## src/verilog/ebtp_cfg.svh

```systemverilog
// Constants for the eight-bit timer with prescaler: offsets, fields, reset values, timing.
// Assumes an 8-bit register port and a 200 MHz system clock.
`ifndef EBTP_CFG_SVH
`define EBTP_CFG_SVH

`define EBTP_ADDR_PRESCALER  8'hd2
`define EBTP_ADDR_COUNT      8'hd3
`define EBTP_ADDR_STATUS     8'hd4
`define EBTP_ADDR_IRQ_STATUS 8'hd5
`define EBTP_ADDR_IRQ_MASK   8'hd6

`define EBTP_RST_PRESCALER   7'h7f
`define EBTP_RST_COUNT       8'hff
`define EBTP_RST_STATUS      8'h00
`define EBTP_COUNT_ZERO      8'h00

`define EBTP_BIT_UNDERFLOW   7
`define EBTP_BIT_IRQ_ENABLE  6
`define EBTP_BIT_DIRECTION   5
`define EBTP_BIT_DATA_OUT    4
`define EBTP_BIT_RUN         3

`define EBTP_INT_DIVIDE      12
`define EBTP_CLK_PERIOD_NS   5

`endif

```

## src/verilog/ebtp_pkg.sv

```systemverilog
// Types shared by the eight-bit timer design files.
// Assumes the constants header is included by users where needed.
package ebtp_pkg;
  typedef enum logic [1:0] {
    EBTP_EVENT_COUNT,
    EBTP_GATED,
    EBTP_OUTPUT
  } ebtp_mode_t;
endpackage

```

## src/verilog/ebtp_div12.sv

```systemverilog
// Divide-by-twelve tick generator feeding the prescaler.
// Assumes a single clock and an enable that freezes the count.
`timescale 1ns/1ps
`default_nettype none
`include "ebtp_cfg.svh"
module ebtp_div12
  import ebtp_pkg::*;
#(
  parameter int DIVIDE = `EBTP_INT_DIVIDE
) (
  input  wire logic i_clk,
  input  wire logic i_rst_n,
  input  wire logic i_ce,
  output logic      o_tick
);
  logic [3:0] count;

  always_ff @(posedge i_clk or negedge i_rst_n) begin
    if (!i_rst_n) begin
      count  <= 4'h0;
      o_tick <= 1'b0;
    end else if (i_ce) begin
      if (count == 4'(DIVIDE - 1)) begin
        count  <= 4'h0;
        o_tick <= 1'b1;
      end else begin
        count  <= count + 4'h1;
        o_tick <= 1'b0;
      end
    end
  end
endmodule
`default_nettype wire

```

## src/verilog/ebtp_timer.sv

```systemverilog
// Eight-bit downcounter with 7-bit prescaler, timer pin and register port.
// Assumes synchronous pin inputs and a master that never needs wait states.
////////////////////////////////////////////////////////////////////////////////
`timescale 1ns/1ps
`default_nettype none
`include "ebtp_cfg.svh"
module ebtp_timer
  import ebtp_pkg::*;
#(
  parameter int PRESCALE_W = 7,
  parameter int COUNT_W    = 8
) (
  input  wire logic       i_clk,
  input  wire logic       i_rst_n,
  input  wire logic       i_ce,
  input  wire logic [7:0] i_addr,
  input  wire logic [7:0] i_wdata,
  input  wire logic       i_wr,
  input  wire logic       i_rd,
  output logic      [7:0] o_rdata,
  input  wire logic       i_pin,
  output logic            o_pin,
  output logic            o_pin_oe_n,
  output logic            o_irq,
  output logic            o_wake
);
  logic [PRESCALE_W-1:0] prescaler_value;
  logic [COUNT_W-1:0]    count_value;
  logic                  underflow_flag;
  logic                  underflow_irq_enable;
  logic                  pin_direction_select;
  logic                  data_out;
  logic                  prescaler_run;
  logic [2:0]            tap_select;
  logic [1:0]            irq_status;
  logic [1:0]            irq_mask;
  logic                  pin_prev;
  logic                  div_tick;
  logic                  pre_tick;
  logic                  tap_pulse;
  logic                  underflow_evt;
  logic                  flag_rise;
  logic                  wr_count;
  logic                  wr_status;
  logic                  wr_pre;
  logic [PRESCALE_W-1:0] next_prescaler;
  ebtp_mode_t            mode;

  function automatic logic is_addr(input logic [7:0] a, input logic [7:0] b);
    return a == b;
  endfunction

  ebtp_div12 u_div12 (
    .i_clk   (i_clk),
    .i_rst_n (i_rst_n),
    .i_ce    (i_ce),
    .o_tick  (div_tick)
  );

  ////////////////////////////////////////////////////////////////////////////////
  // Clock source selection and prescaler.

  always_comb begin
    if (pin_direction_select) begin
      mode = EBTP_OUTPUT;
    end else if (data_out) begin
      mode = EBTP_GATED;
    end else begin
      mode = EBTP_EVENT_COUNT;
    end
  end

  always_comb begin
    case (mode)
      EBTP_GATED:       pre_tick = div_tick & i_pin;
      EBTP_EVENT_COUNT: pre_tick = i_pin & ~pin_prev;
      EBTP_OUTPUT:      pre_tick = div_tick;
      default:          pre_tick = 1'b0;
    endcase
  end

  assign wr_pre    = i_wr && is_addr(i_addr, `EBTP_ADDR_PRESCALER);
  assign wr_count  = i_wr && is_addr(i_addr, `EBTP_ADDR_COUNT);
  assign wr_status = i_wr && is_addr(i_addr, `EBTP_ADDR_STATUS);

  // The tap fires when the prescaler passes through a multiple of the divisor.
  assign next_prescaler = (prescaler_value == '0) ? `EBTP_RST_PRESCALER
                                                  : prescaler_value - 7'h01;
  always_comb begin
    tap_pulse = 1'b0;
    if (prescaler_run && pre_tick) begin
      if (tap_select == 3'h0) begin
        tap_pulse = 1'b1;
      end else begin
        tap_pulse = (prescaler_value & 7'((1 << tap_select) - 1)) == '0;
      end
    end
  end

  always_ff @(posedge i_clk or negedge i_rst_n) begin
    if (!i_rst_n) begin
      pin_prev <= 1'b0;
    end else if (i_ce) begin
      pin_prev <= i_pin;
    end
  end

  always_ff @(posedge i_clk or negedge i_rst_n) begin
    if (!i_rst_n) begin
      prescaler_value <= `EBTP_RST_PRESCALER;
    end else if (i_ce) begin
      if (!prescaler_run) begin
        prescaler_value <= `EBTP_RST_PRESCALER;
      end else if (wr_pre) begin
        prescaler_value <= i_wdata[6:0];
      end else if (pre_tick) begin
        prescaler_value <= next_prescaler;
      end
    end
  end

  ////////////////////////////////////////////////////////////////////////////////
  // Counter and underflow detection.

  // A counter write wins over a decrement in the same cycle, so that underflow is lost.
  assign underflow_evt = tap_pulse && !wr_count && (count_value == `EBTP_COUNT_ZERO);

  always_ff @(posedge i_clk or negedge i_rst_n) begin
    if (!i_rst_n) begin
      count_value <= `EBTP_RST_COUNT;
    end else if (i_ce) begin
      if (wr_count) begin
        count_value <= i_wdata;
      end else if (tap_pulse) begin
        count_value <= count_value - 8'h01;
      end
    end
  end

  ////////////////////////////////////////////////////////////////////////////////
  // Status/control register.

  assign flag_rise = !underflow_flag && (underflow_evt
                     || (wr_count && i_wdata == `EBTP_COUNT_ZERO)
                     || (wr_status && i_wdata[`EBTP_BIT_UNDERFLOW]));

  always_ff @(posedge i_clk or negedge i_rst_n) begin
    if (!i_rst_n) begin
      underflow_flag <= 1'b0;
    end else if (i_ce) begin
      if (underflow_evt || (wr_count && i_wdata == `EBTP_COUNT_ZERO)) begin
        underflow_flag <= 1'b1;
      end else if (wr_status) begin
        underflow_flag <= i_wdata[`EBTP_BIT_UNDERFLOW];
      end
    end
  end

  always_ff @(posedge i_clk or negedge i_rst_n) begin
    if (!i_rst_n) begin
      underflow_irq_enable <= 1'b0;
      pin_direction_select <= 1'b0;
      data_out             <= 1'b0;
      prescaler_run        <= 1'b0;
      tap_select           <= 3'h0;
    end else if (i_ce && wr_status) begin
      underflow_irq_enable <= i_wdata[`EBTP_BIT_IRQ_ENABLE];
      pin_direction_select <= i_wdata[`EBTP_BIT_DIRECTION];
      data_out             <= i_wdata[`EBTP_BIT_DATA_OUT];
      prescaler_run        <= i_wdata[`EBTP_BIT_RUN];
      tap_select           <= i_wdata[2:0];
    end
  end

  ////////////////////////////////////////////////////////////////////////////////
  // Timer pin.

  // The level is latched on each flag rise, so later data-out writes wait for the next one.
  always_ff @(posedge i_clk or negedge i_rst_n) begin
    if (!i_rst_n) begin
      o_pin      <= 1'b0;
      o_pin_oe_n <= 1'b1;
    end else if (i_ce) begin
      o_pin_oe_n <= ~(wr_status ? i_wdata[`EBTP_BIT_DIRECTION] : pin_direction_select);
      if (flag_rise) begin
        o_pin <= data_out;
      end
    end
  end

  ////////////////////////////////////////////////////////////////////////////////
  // Interrupt status, mask and outputs.

  always_ff @(posedge i_clk or negedge i_rst_n) begin
    if (!i_rst_n) begin
      irq_status <= 2'h0;
      irq_mask   <= 2'h0;
    end else if (i_ce) begin
      if (i_wr && is_addr(i_addr, `EBTP_ADDR_IRQ_MASK)) begin
        irq_mask <= i_wdata[1:0];
      end
      // A new event wins over a write-one clear in the same cycle.
      irq_status <= (irq_status & ~((i_wr && is_addr(i_addr, `EBTP_ADDR_IRQ_STATUS)) ? i_wdata[1:0] : 2'h0))
                    | {wr_count, underflow_evt};
    end
  end

  always_ff @(posedge i_clk or negedge i_rst_n) begin
    if (!i_rst_n) begin
      o_irq  <= 1'b0;
      o_wake <= 1'b0;
    end else if (i_ce) begin
      o_irq  <= (underflow_flag && underflow_irq_enable) || |(irq_status & irq_mask);
      o_wake <= underflow_flag && underflow_irq_enable;
    end
  end

  always_ff @(posedge i_clk or negedge i_rst_n) begin
    if (!i_rst_n) begin
      o_rdata <= 8'h00;
    end else if (i_ce) begin
      o_rdata <= 8'h00;
      if (i_rd) begin
        case (i_addr)
          `EBTP_ADDR_PRESCALER:  o_rdata <= {1'b0, prescaler_value};
          `EBTP_ADDR_COUNT:      o_rdata <= count_value;
          `EBTP_ADDR_STATUS:     o_rdata <= {underflow_flag, underflow_irq_enable, pin_direction_select,
                                             data_out, prescaler_run, tap_select};
          `EBTP_ADDR_IRQ_STATUS: o_rdata <= {6'h00, irq_status};
          `EBTP_ADDR_IRQ_MASK:   o_rdata <= {6'h00, irq_mask};
          default:               o_rdata <= 8'h00;
        endcase
      end
    end
  end

  ////////////////////////////////////////////////////////////////////////////////
  // Checks.

  a_irq_follows_flag: assert property (@(posedge i_clk) disable iff (!i_rst_n)
    i_ce && underflow_flag && underflow_irq_enable |=> o_irq)
    else $error("Interrupt missing while flag and enable set.");

  a_bit7_reads_zero: assert property (@(posedge i_clk) disable iff (!i_rst_n)
    i_ce && i_rd && i_addr == `EBTP_ADDR_PRESCALER |=> !o_rdata[7])
    else $error("Prescaler bit 7 read as one.");

  a_count_reads_live: assert property (@(posedge i_clk) disable iff (!i_rst_n)
    i_ce && i_rd && i_addr == `EBTP_ADDR_COUNT |=> o_rdata == $past(count_value))
    else $error("Counter read does not match count.");

  a_underflow_sets: assert property (@(posedge i_clk) disable iff (!i_rst_n)
    i_ce && underflow_evt |=> underflow_flag && count_value == `EBTP_RST_COUNT)
    else $error("Underflow did not set flag and reload.");

  a_flag_sticky: assert property (@(posedge i_clk) disable iff (!i_rst_n)
    underflow_flag && !wr_status |=> underflow_flag)
    else $error("Flag cleared without software.");

  a_pin_direction: assert property (@(posedge i_clk) disable iff (!i_rst_n)
    i_ce && !wr_status |=> o_pin_oe_n == !pin_direction_select)
    else $error("Pin enable disagrees with direction bit.");

  a_pin_level: assert property (@(posedge i_clk) disable iff (!i_rst_n)
    i_ce && flag_rise |=> o_pin == $past(data_out))
    else $error("Pin did not take data-out on flag rise.");

  a_stopped_hold: assert property (@(posedge i_clk) disable iff (!i_rst_n)
    i_ce && !prescaler_run && !wr_count |=> prescaler_value == `EBTP_RST_PRESCALER && $stable(count_value))
    else $error("Stopped timer moved.");

  a_write_zero_flag: assert property (@(posedge i_clk) disable iff (!i_rst_n)
    i_ce && wr_count && i_wdata == `EBTP_COUNT_ZERO |=> underflow_flag)
    else $error("Zero write did not set flag.");

  a_count_step: assert property (@(posedge i_clk) disable iff (!i_rst_n)
    i_ce && tap_pulse && !wr_count |=> count_value == $past(count_value) - 8'h01)
    else $error("Counter did not step once.");

  a_wake_out: assert property (@(posedge i_clk) disable iff (!i_rst_n)
    i_ce && underflow_flag && underflow_irq_enable |=> o_wake)
    else $error("Wake missing.");

  a_wake_off_quiet: assert property (@(posedge i_clk) disable iff (!i_rst_n)
    i_ce && !underflow_irq_enable |=> !o_wake)
    else $error("Wake raised while interrupt disabled.");

  a_irq_off_quiet: assert property (@(posedge i_clk) disable iff (!i_rst_n)
    i_ce && !underflow_irq_enable && irq_mask == 2'h0 |=> !o_irq)
    else $error("Interrupt raised while disabled.");

  // A frozen enable must hold every counting register, or a stalled core sees time pass.
  a_ce_freezes_state: assert property (@(posedge i_clk) disable iff (!i_rst_n)
    !i_ce |=> $stable(count_value) && $stable(prescaler_value) && $stable(underflow_flag))
    else $error("State moved while clock enable low.");

  // The wrap from zero lands on the reload value, so one check covers both steps.
  a_event_tick_step: assert property (@(posedge i_clk) disable iff (!i_rst_n)
    i_ce && prescaler_run && !pin_direction_select && !data_out && !wr_pre && i_pin && !pin_prev
    |=> prescaler_value == $past(prescaler_value) - 7'h01)
    else $error("Pin rising edge did not step prescaler.");

  a_gate_low_hold: assert property (@(posedge i_clk) disable iff (!i_rst_n)
    i_ce && prescaler_run && !pin_direction_select && data_out && !i_pin && !wr_pre
    |=> $stable(prescaler_value))
    else $error("Gated prescaler moved with pin low.");

  a_tap_zero_step: assert property (@(posedge i_clk) disable iff (!i_rst_n)
    i_ce && prescaler_run && pre_tick && tap_select == 3'h0 && !wr_count
    |=> count_value == $past(count_value) - 8'h01)
    else $error("Divide-by-one tap missed a tick.");

  a_write_wins: assert property (@(posedge i_clk) disable iff (!i_rst_n)
    i_ce && wr_count |=> count_value == $past(i_wdata))
    else $error("Counter write lost to decrement.");

  a_status_write_sets: assert property (@(posedge i_clk) disable iff (!i_rst_n)
    i_ce && wr_status && i_wdata[`EBTP_BIT_UNDERFLOW] |=> underflow_flag)
    else $error("Status write of flag did not set it.");

  a_prescaler_reads: assert property (@(posedge i_clk) disable iff (!i_rst_n)
    i_ce && i_rd && i_addr == `EBTP_ADDR_PRESCALER |=> o_rdata[6:0] == $past(prescaler_value))
    else $error("Prescaler read does not match count.");

  a_status_reads: assert property (@(posedge i_clk) disable iff (!i_rst_n)
    i_ce && i_rd && i_addr == `EBTP_ADDR_STATUS
    |=> o_rdata[7] == $past(underflow_flag) && o_rdata[3] == $past(prescaler_run))
    else $error("Status read does not match fields.");
endmodule
`default_nettype wire

```

## config.mk

```make
export PLATFORM = sky130hd
export DESIGN_NAME = ebtp_timer
export DESIGN_NICKNAME = d
export VERILOG_FILES = /design/src/verilog/ebtp_pkg.sv /design/src/verilog/ebtp_div12.sv /design/src/verilog/ebtp_timer.sv
export VERILOG_INCLUDE_DIRS = /design/src /design/src/verilog
export SDC_FILE = /design/constraint.sdc
export NUM_CORES = 1
export LEC_CHECK = 0
export BUFFER_PORTS_ARGS = -buffer_cell sky130_fd_sc_hd__buf_4
export CAP_MARGIN = 20
export CORE_AREA = 2 2 107 98
export CTS_BUF_LIST = sky130_fd_sc_hd__clkbuf_4 sky130_fd_sc_hd__clkbuf_8
export DETAILED_ROUTE_END_ITERATION = 8
export DIE_AREA = 0 0 109 100
export RECOVER_POWER = 25
export SKIP_CTS_REPAIR_TIMING = 1
export SYNTH_ARGS = -nofsm -noshare
export SYNTH_HDL_FRONTEND = slang
export SYNTH_SLANG_ARGS = --single-unit
```

## constraint.sdc

```tcl
create_clock -name i_clk -period 2.5 [get_ports i_clk]
set_input_delay 0.75 -clock i_clk [delete_from_list [all_inputs] [get_ports i_clk]]
set_output_delay 0.75 -clock i_clk [all_outputs]
set_load 0.02 [all_outputs]
```

# Word level (Yosys, flattened, before mapping)
# Cells that the tools add are included.
dict set report op_classes {
  addsub 4
  n_shift 1
  n_reduce_logical 32
  n_bitwise 9
  n_eq_ne 9
  mux 19
}
# cell count
set op_table {}
lappend op_table {{8-bit equality test (second input constant)} 5}
lappend op_table {{8-bit one-hot mux with 5 select lines} 1}
lappend op_table {{7-bit two-way mux} 4}
lappend op_table {{8-bit two-way mux} 3}
lappend op_table {{8-bit logical NOT} 2}
lappend op_table {{7-bit logical NOT} 2}
lappend op_table {{1-bit logical AND} 13}
lappend op_table {{2-bit AND reduction} 5}
lappend op_table {{8-bit by 1-bit subtractor with 8-bit output (second input constant)} 1}
lappend op_table {{7-bit bitwise AND} 1}
lappend op_table {{1-bit two-way mux} 7}
lappend op_table {{1-bit by 3-bit << shifter with 7-bit output (first input constant)} 1}
lappend op_table {{7-bit by 1-bit subtractor with 7-bit output (second input constant)} 1}
lappend op_table {{7-bit by 2-bit subtractor with 7-bit output (second input constant)} 1}
lappend op_table {{4-bit by 1-bit adder with 4-bit output (second input constant)} 1}
lappend op_table {{2-bit bitwise AND} 2}
lappend op_table {{4-bit equality test (second input constant)} 1}
lappend op_table {{2-bit two-way mux} 2}
lappend op_table {{4-bit two-way mux} 1}
lappend op_table {{2-bit nonzero test} 2}
lappend op_table {{3-bit logical NOT} 1}
lappend op_table {{1-bit logical OR} 3}
lappend op_table {{3-bit by 1-bit != test with 1-bit output (second input constant)} 1}
lappend op_table {{1-bit one-hot mux with 3 select lines} 1}
lappend op_table {{9 further kinds} 12}
dict set report totals {
  output_inout_bits 12
  elab_cells 92
  inputBits 22
  register_bits 45
}

# Longest topological paths before layout
dict set report depth {
  depth_word 12
  mapped_depth 10
  mapped_depth_nobuf 8
}

# By module
# Synthesis repeated with hierarchy kept, for this count alone.
dict set report hier_totals {
  hier_cells 310
  hier_area_um2 2844.0
}
# module seq_area_each_um2 cells_per_inst area_each_um2 instances
set modules_own_cells {}
lappend modules_own_cells {ebtp_timer 1021.0 288 2600.0 1}
lappend modules_own_cells {ebtp_div12 125.1 22 244.0 1}

# Worst setup path after synthesis
# OpenSTA, ideal clock, no wires.
dict set report synth_timing {
  path_kind {reg-to-reg}
  startpoint {reg tap_select[2]}
  endpoint {reg underflow_flag}
  slack_ns -0.149
  stages_incl_launch_ff 11
  synth_period_minus_slack_ns 2.649
  required_time_ns 2.374
  arrival_ns 2.523
  setup_ns 0.126
  path_cell_list {dfrtp_1 > clkbuf_1 > nor3_1 > inv_1 > ha_1 > or4b_1 > o211ai_1 > a2111o_1 > clkbuf_1 > nor3_1 > o32a_1}
}
dict set report synth_between {
  elab_chain_cells 11
  word_cells_on_any_way 13
}
# item line_no
set synth_lines {}
lappend synth_lines {{start, declared} ebtp_timer.sv:34} ;# logic [2:0] tap_select;
lappend synth_lines {{start signal, assigned} ebtp_timer.sv:171} ;# tap_select <= i_wdata[2:0];
lappend synth_lines {{1-bit by 3-bit << shifter with 7-bit output} ebtp_timer.sv:95} ;# tap_pulse = (prescaler_value & 7'((1 << tap_select) - 1)) == '0;
lappend synth_lines {{7-bit by 2-bit subtractor with 7-bit output} ebtp_timer.sv:95}
lappend synth_lines {{7-bit bitwise AND} ebtp_timer.sv:95}
lappend synth_lines {{7-bit logical NOT} ebtp_timer.sv:95}
lappend synth_lines {{1-bit two-way mux *} ebtp_timer.sv:92} ;# if (tap_select == 3'h0) begin
lappend synth_lines {{1-bit two-way mux *} ebtp_timer.sv:91} ;# if (prescaler_run && pre_tick) begin
lappend synth_lines {{1-bit logical AND * (2 in a row)} ebtp_timer.sv:126} ;# assign underflow_evt = tap_pulse && !wr_count && (count_value == `EBTP_COUNT_ZERO);
lappend synth_lines {{1-bit logical OR *} ebtp_timer.sv:151} ;# if (underflow_evt || (wr_count && i_wdata == `EBTP_COUNT_ZERO)) begin
lappend synth_lines {{2-bit nonzero test (no source line)} -}
lappend synth_lines {{2-bit AND reduction (no source line)} -}
lappend synth_lines {{end signal, assigned} ebtp_timer.sv:154} ;# underflow_flag <= i_wdata[`EBTP_BIT_UNDERFLOW];
lappend synth_lines {{end, declared} ebtp_timer.sv:29} ;# logic underflow_flag;
# Mark *: on every way between the ends. The rest lies on a longest branch, timed or not.
# A chain may end at the register's enable or synchronous reset.

# Worst setup path after layout
dict set report layout_timing {
  startpoint {reg tap_select[1]}
  endpoint {reg underflow_flag}
}
# The elaborated chain is that of the path after synthesis.

==> run_results.csv <==
group,metric,value,unit
synthesis,ys_ff_latch,45,
critical_path,ff2ff_path_depth,9,
grt,via_count_of_the_first_global_routing_pass,2481,
timing,finalWorstSetupSlack,0.0348,ns
min_path,timing.hold.worst.class,"reg2reg",
layout,stdcell_area,0.00357,sq mm
critical_path,crit-reg2reg-capture,"underflow_flag$_DFFE_PN0P_",
timing,final.period_utilization,0.986,
min_path,worst_hold_path.endpoint,"o_rdata[3]$_DFFE_PN0P_",
layout,nets,376,
critical_path,worstReg2RegStart,"tap_select[1]$_DFFE_PN0P_",
synthesis,synth-xor-area-share,0.00915,
route,via_count,2573,
clocking,cts_tree,"done",
synthesis,register_area_share_after_synthesis,0.399,
clocking,clk_pin_slew_worst_paths,0.10,ns
layout,layout_commonest_cell,"buf_4",
critical_path,cp_max_fo,6,
clocking,clock_tree.root_cell,"clkbuf_8",
placement,placedInstanceArea,0.00338,sq mm
synthesis,synth_warnings,0,
floorplanning,core-area,0.00994,sq mm
status,status,"finished, final reports clean",
critical_path,critical_path_data_required_time,2.69,ns
route,met2WireLength,3840,um
route,drt_wl_total,8260,um
timing,hold_viol,0,
clocking,cts_max_level,2,
timing,layout_min_cycle_time,2.47,ns
timing,minimum_hold_slack,0.501,ns
min_path,worst_hold_path.num_cells,1,
synthesis,synthesized_cell_area,0.00287,sq mm
route,routedLengthMet1,3910,um
floorplanning,floorplan.initialDensity,0.289,
timing,relSlewSlack,0.245,
layout,drive_gt1_frac,0.323,
flow_run,timing.max_cap.violations,0,
layout,final_cell_mix,"57 x buf_4, 30 x nand2_1, 27 x dfrtp_1, 17 x nor2_1, 16 x dfstp_2",
placement,numPortBuffers,33,
timing,report.final.slew_viol_count,0,
floorplanning,die-width,109,um
timing,max_freq,0.406,GHz
clocking,clock_latency_on_the_worst_skew_pair,0.31,ns
layout,nFillCells,978,
grt,largest_net_degree_at_the_start_of_global_routing,46,
floorplanning,die_height,100,um
critical_path,worst_path_largest_cell_delay,0.51,ns
critical_path,critical_path.cell_chain,"nor3_4 -> inv_2 -> ha_4 -> or4b_1 -> o211ai_1 -> a2111o_1 -> buf_12 -> nor3_2 -> o32a_1",
route,post-route-drc-count,0,
critical_path,worst_path_max_delay_cell,"or4b_1",
route,first_pass_iters,5,
critical_path,cp_data_arrival_time,2.66,ns
timing,setup-violations-final,0,
route,post_drt_via_cell_ratio,5.37,
synthesis,synth_top_flop_cell,"dfrtp_1",
grt,grt_first_pass_wirelength,13500,um
timing,max_slew.worst_pin.slew,1.13,ns
power_and_ir_drop,p_leak,1.47,nW
critical_path,worstSetupEndpointType,"flop",
clocking,cts_sinks,45,
route,met3_wire_length,392,um
synthesis,syn_avg_cell_area,9.54,sq um
placement,finalWeightedCongestion,0.841,
timing,fin_skew,0.0137,ns
floorplanning,core.rowCount,35,
critical_path,timing.setup.critical_path_class,"reg2reg",
placement,dp.final_hpwl,5970,um
synthesis,fraction_of_the_mapped_netlist_area_in_compound_gates,0.203,
power_and_ir_drop,irDropWorstVdd,270,uV
route,drt-wirelength-per-cell,17.2,um
route,antenna_left,0,
power_and_ir_drop,power_per_cell_area,674,mW/mm^2
floorplanning,top_level_ports,34,
grt,grt_remaining_overflow,0,
layout,n_antenna_cell,0,
critical_path,worst-r2r-setup-slack,0.03,ns
synthesis,synthMuxAreaShare,0.0841,
power_and_ir_drop,report.power.total,0.00241,W
synthesis,yosysUniqueCellTypes,65,
synthesis,syn_inst,301,
critical_path,startpoint_type,"flop",
synthesis,synth-async-reset-ratio,1.00,
floorplanning,die_area,0.0109,sq mm
route,dr.max_layer_used,"met4",
grt,number_of_antenna_violations_at_the_first_check_in_global_routing,0,
clocking,cts-buffers-inserted,5,
synthesis,syn-num-nets,328,
min_path,worstHoldStart,"o_rdata[3]$_DFFE_PN0P_",
clocking,cts.path.max_buffers,2,
synthesis,yosys.area_share.adder,0.0218,
route,initialDrtViolationCount,205,
placement,detailedPlace.worstSlack,0.00429,ns
synthesis,count_of_flip_flops_with_a_built_in_enable_after_synthesis,0,
grt,grt_use_total,0.160,
synthesis,dominant_combinational_cell_family_by_area_after_synthesis,"simple AND/OR/NAND/NOR gates",
layout,layout-area-overhead-vs-synth,24.5,%
synthesis,post_synth_and_or_nand_nor_area_fraction,0.240,
cells in the mapped netlist (6+ instances only):
cell type | count | area share
nand2_1 | 30 | 0.039
dfrtp_1 | 29 | 0.25
nor2_1 | 18 | 0.024
dfstp_2 | 16 | 0.15
clkbuf_1 | 15 | 0.020
o21ai_0 | 15 | 0.026
inv_1 | 10 | 0.013
nor3_1 | 10 | 0.017
a21oi_1 | 9 | 0.016
mux2_1 | 9 | 0.035
nand3_1 | 9 | 0.016
mux2_2 | 8 | 0.031
o2bb2ai_1 | 8 | 0.024
o22ai_1 | 6 | 0.013
state kept, by name, summed over array words and instances (netlist names), 2 cells and up:
register,count
irq_mask,2
count_value,8
tap_select,3
u_div12.count,4
o_rdata,8
prescaler_value,7
irq_status,2
through the flow:
stage | setup TNS [ns] | utilization | cells
6_report | 0 | 0.359 | 479
5_1_grt | -0.0286 | 0.359 | 479
4_1_cts | -0.0114 | 0.349 | 473
3_5_place_dp | 0 | 0.340 | 465
3_3_place_gp | 0 | 0.340 | 465
2_1_floorplan | 0 | - | 301
area by class of cell:
| type | count | area (sq um) | share of cell area |
|---|---|---|---|
| Timing Repair Buffer | 61 | 468 | 0.131 |
| Tap cell | 129 | 161 | 0.0452 |
| Inverter | 11 | 41.3 | 0.0116 |
| Clock inverter | 2 | 13.8 | 0.00385 |
| Sequential cell | 45 | 1150 | 0.322 |
| Multi-Input combinational cell | 225 | 1660 | 0.464 |
| Clock buffer | 6 | 82.6 | 0.0231 |
cells by family after synthesis:
group                      count (synthesis)
muxes                                     22
and+or+nand+nor                          114
adders and majority gates                  5
xor gates and xnor gates                   3
AOI/OAI and AO/OA                         81
buffers and inverters                     31
DFF                                       45
critical path, delay by kind of cell (launching register included):
family | cells | cell delay (ns)
compound gates | 3 | 0.75
fa+ha+maj | 1 | 0.18
buf+inv | 2 | 0.20
flops | 1 | 0.46
simple gates | 3 | 0.76
report_power, final:
group          switching, W  internal, W  leakage [nW]  total [W]
combinational      0.000377     0.000401         0.871   0.000778
clock              0.000269     0.000225        0.0512   0.000493
sequential         0.000210     0.000928         0.543    0.00114
worst max path at each step:
stage,startpoint,to
2_1_floorplan,tap_select[2]$_DFFE_PN0P_,underflow_flag$_DFFE_PN0P_
3_3_place_gp,i_addr[5],tap_select[1]$_DFFE_PN0P_
3_5_place_dp,i_addr[5],tap_select[0]$_DFFE_PN0P_
4_1_cts,tap_select[2]$_DFFE_PN0P_,count_value[1]$_DFFE_PN1P_
5_1_grt,tap_select[1]$_DFFE_PN0P_,underflow_flag$_DFFE_PN0P_
6_report,tap_select[1]$_DFFE_PN0P_,underflow_flag$_DFFE_PN0P_
metal layers:
layer  GRT usage  vias up
met4      0.0434        0
met5           0        -
met3      0.0221        9
met1       0.239     1262
met2       0.242       69
li1            -     1233
No activity file was read; power rests on OpenSTA's default activity.
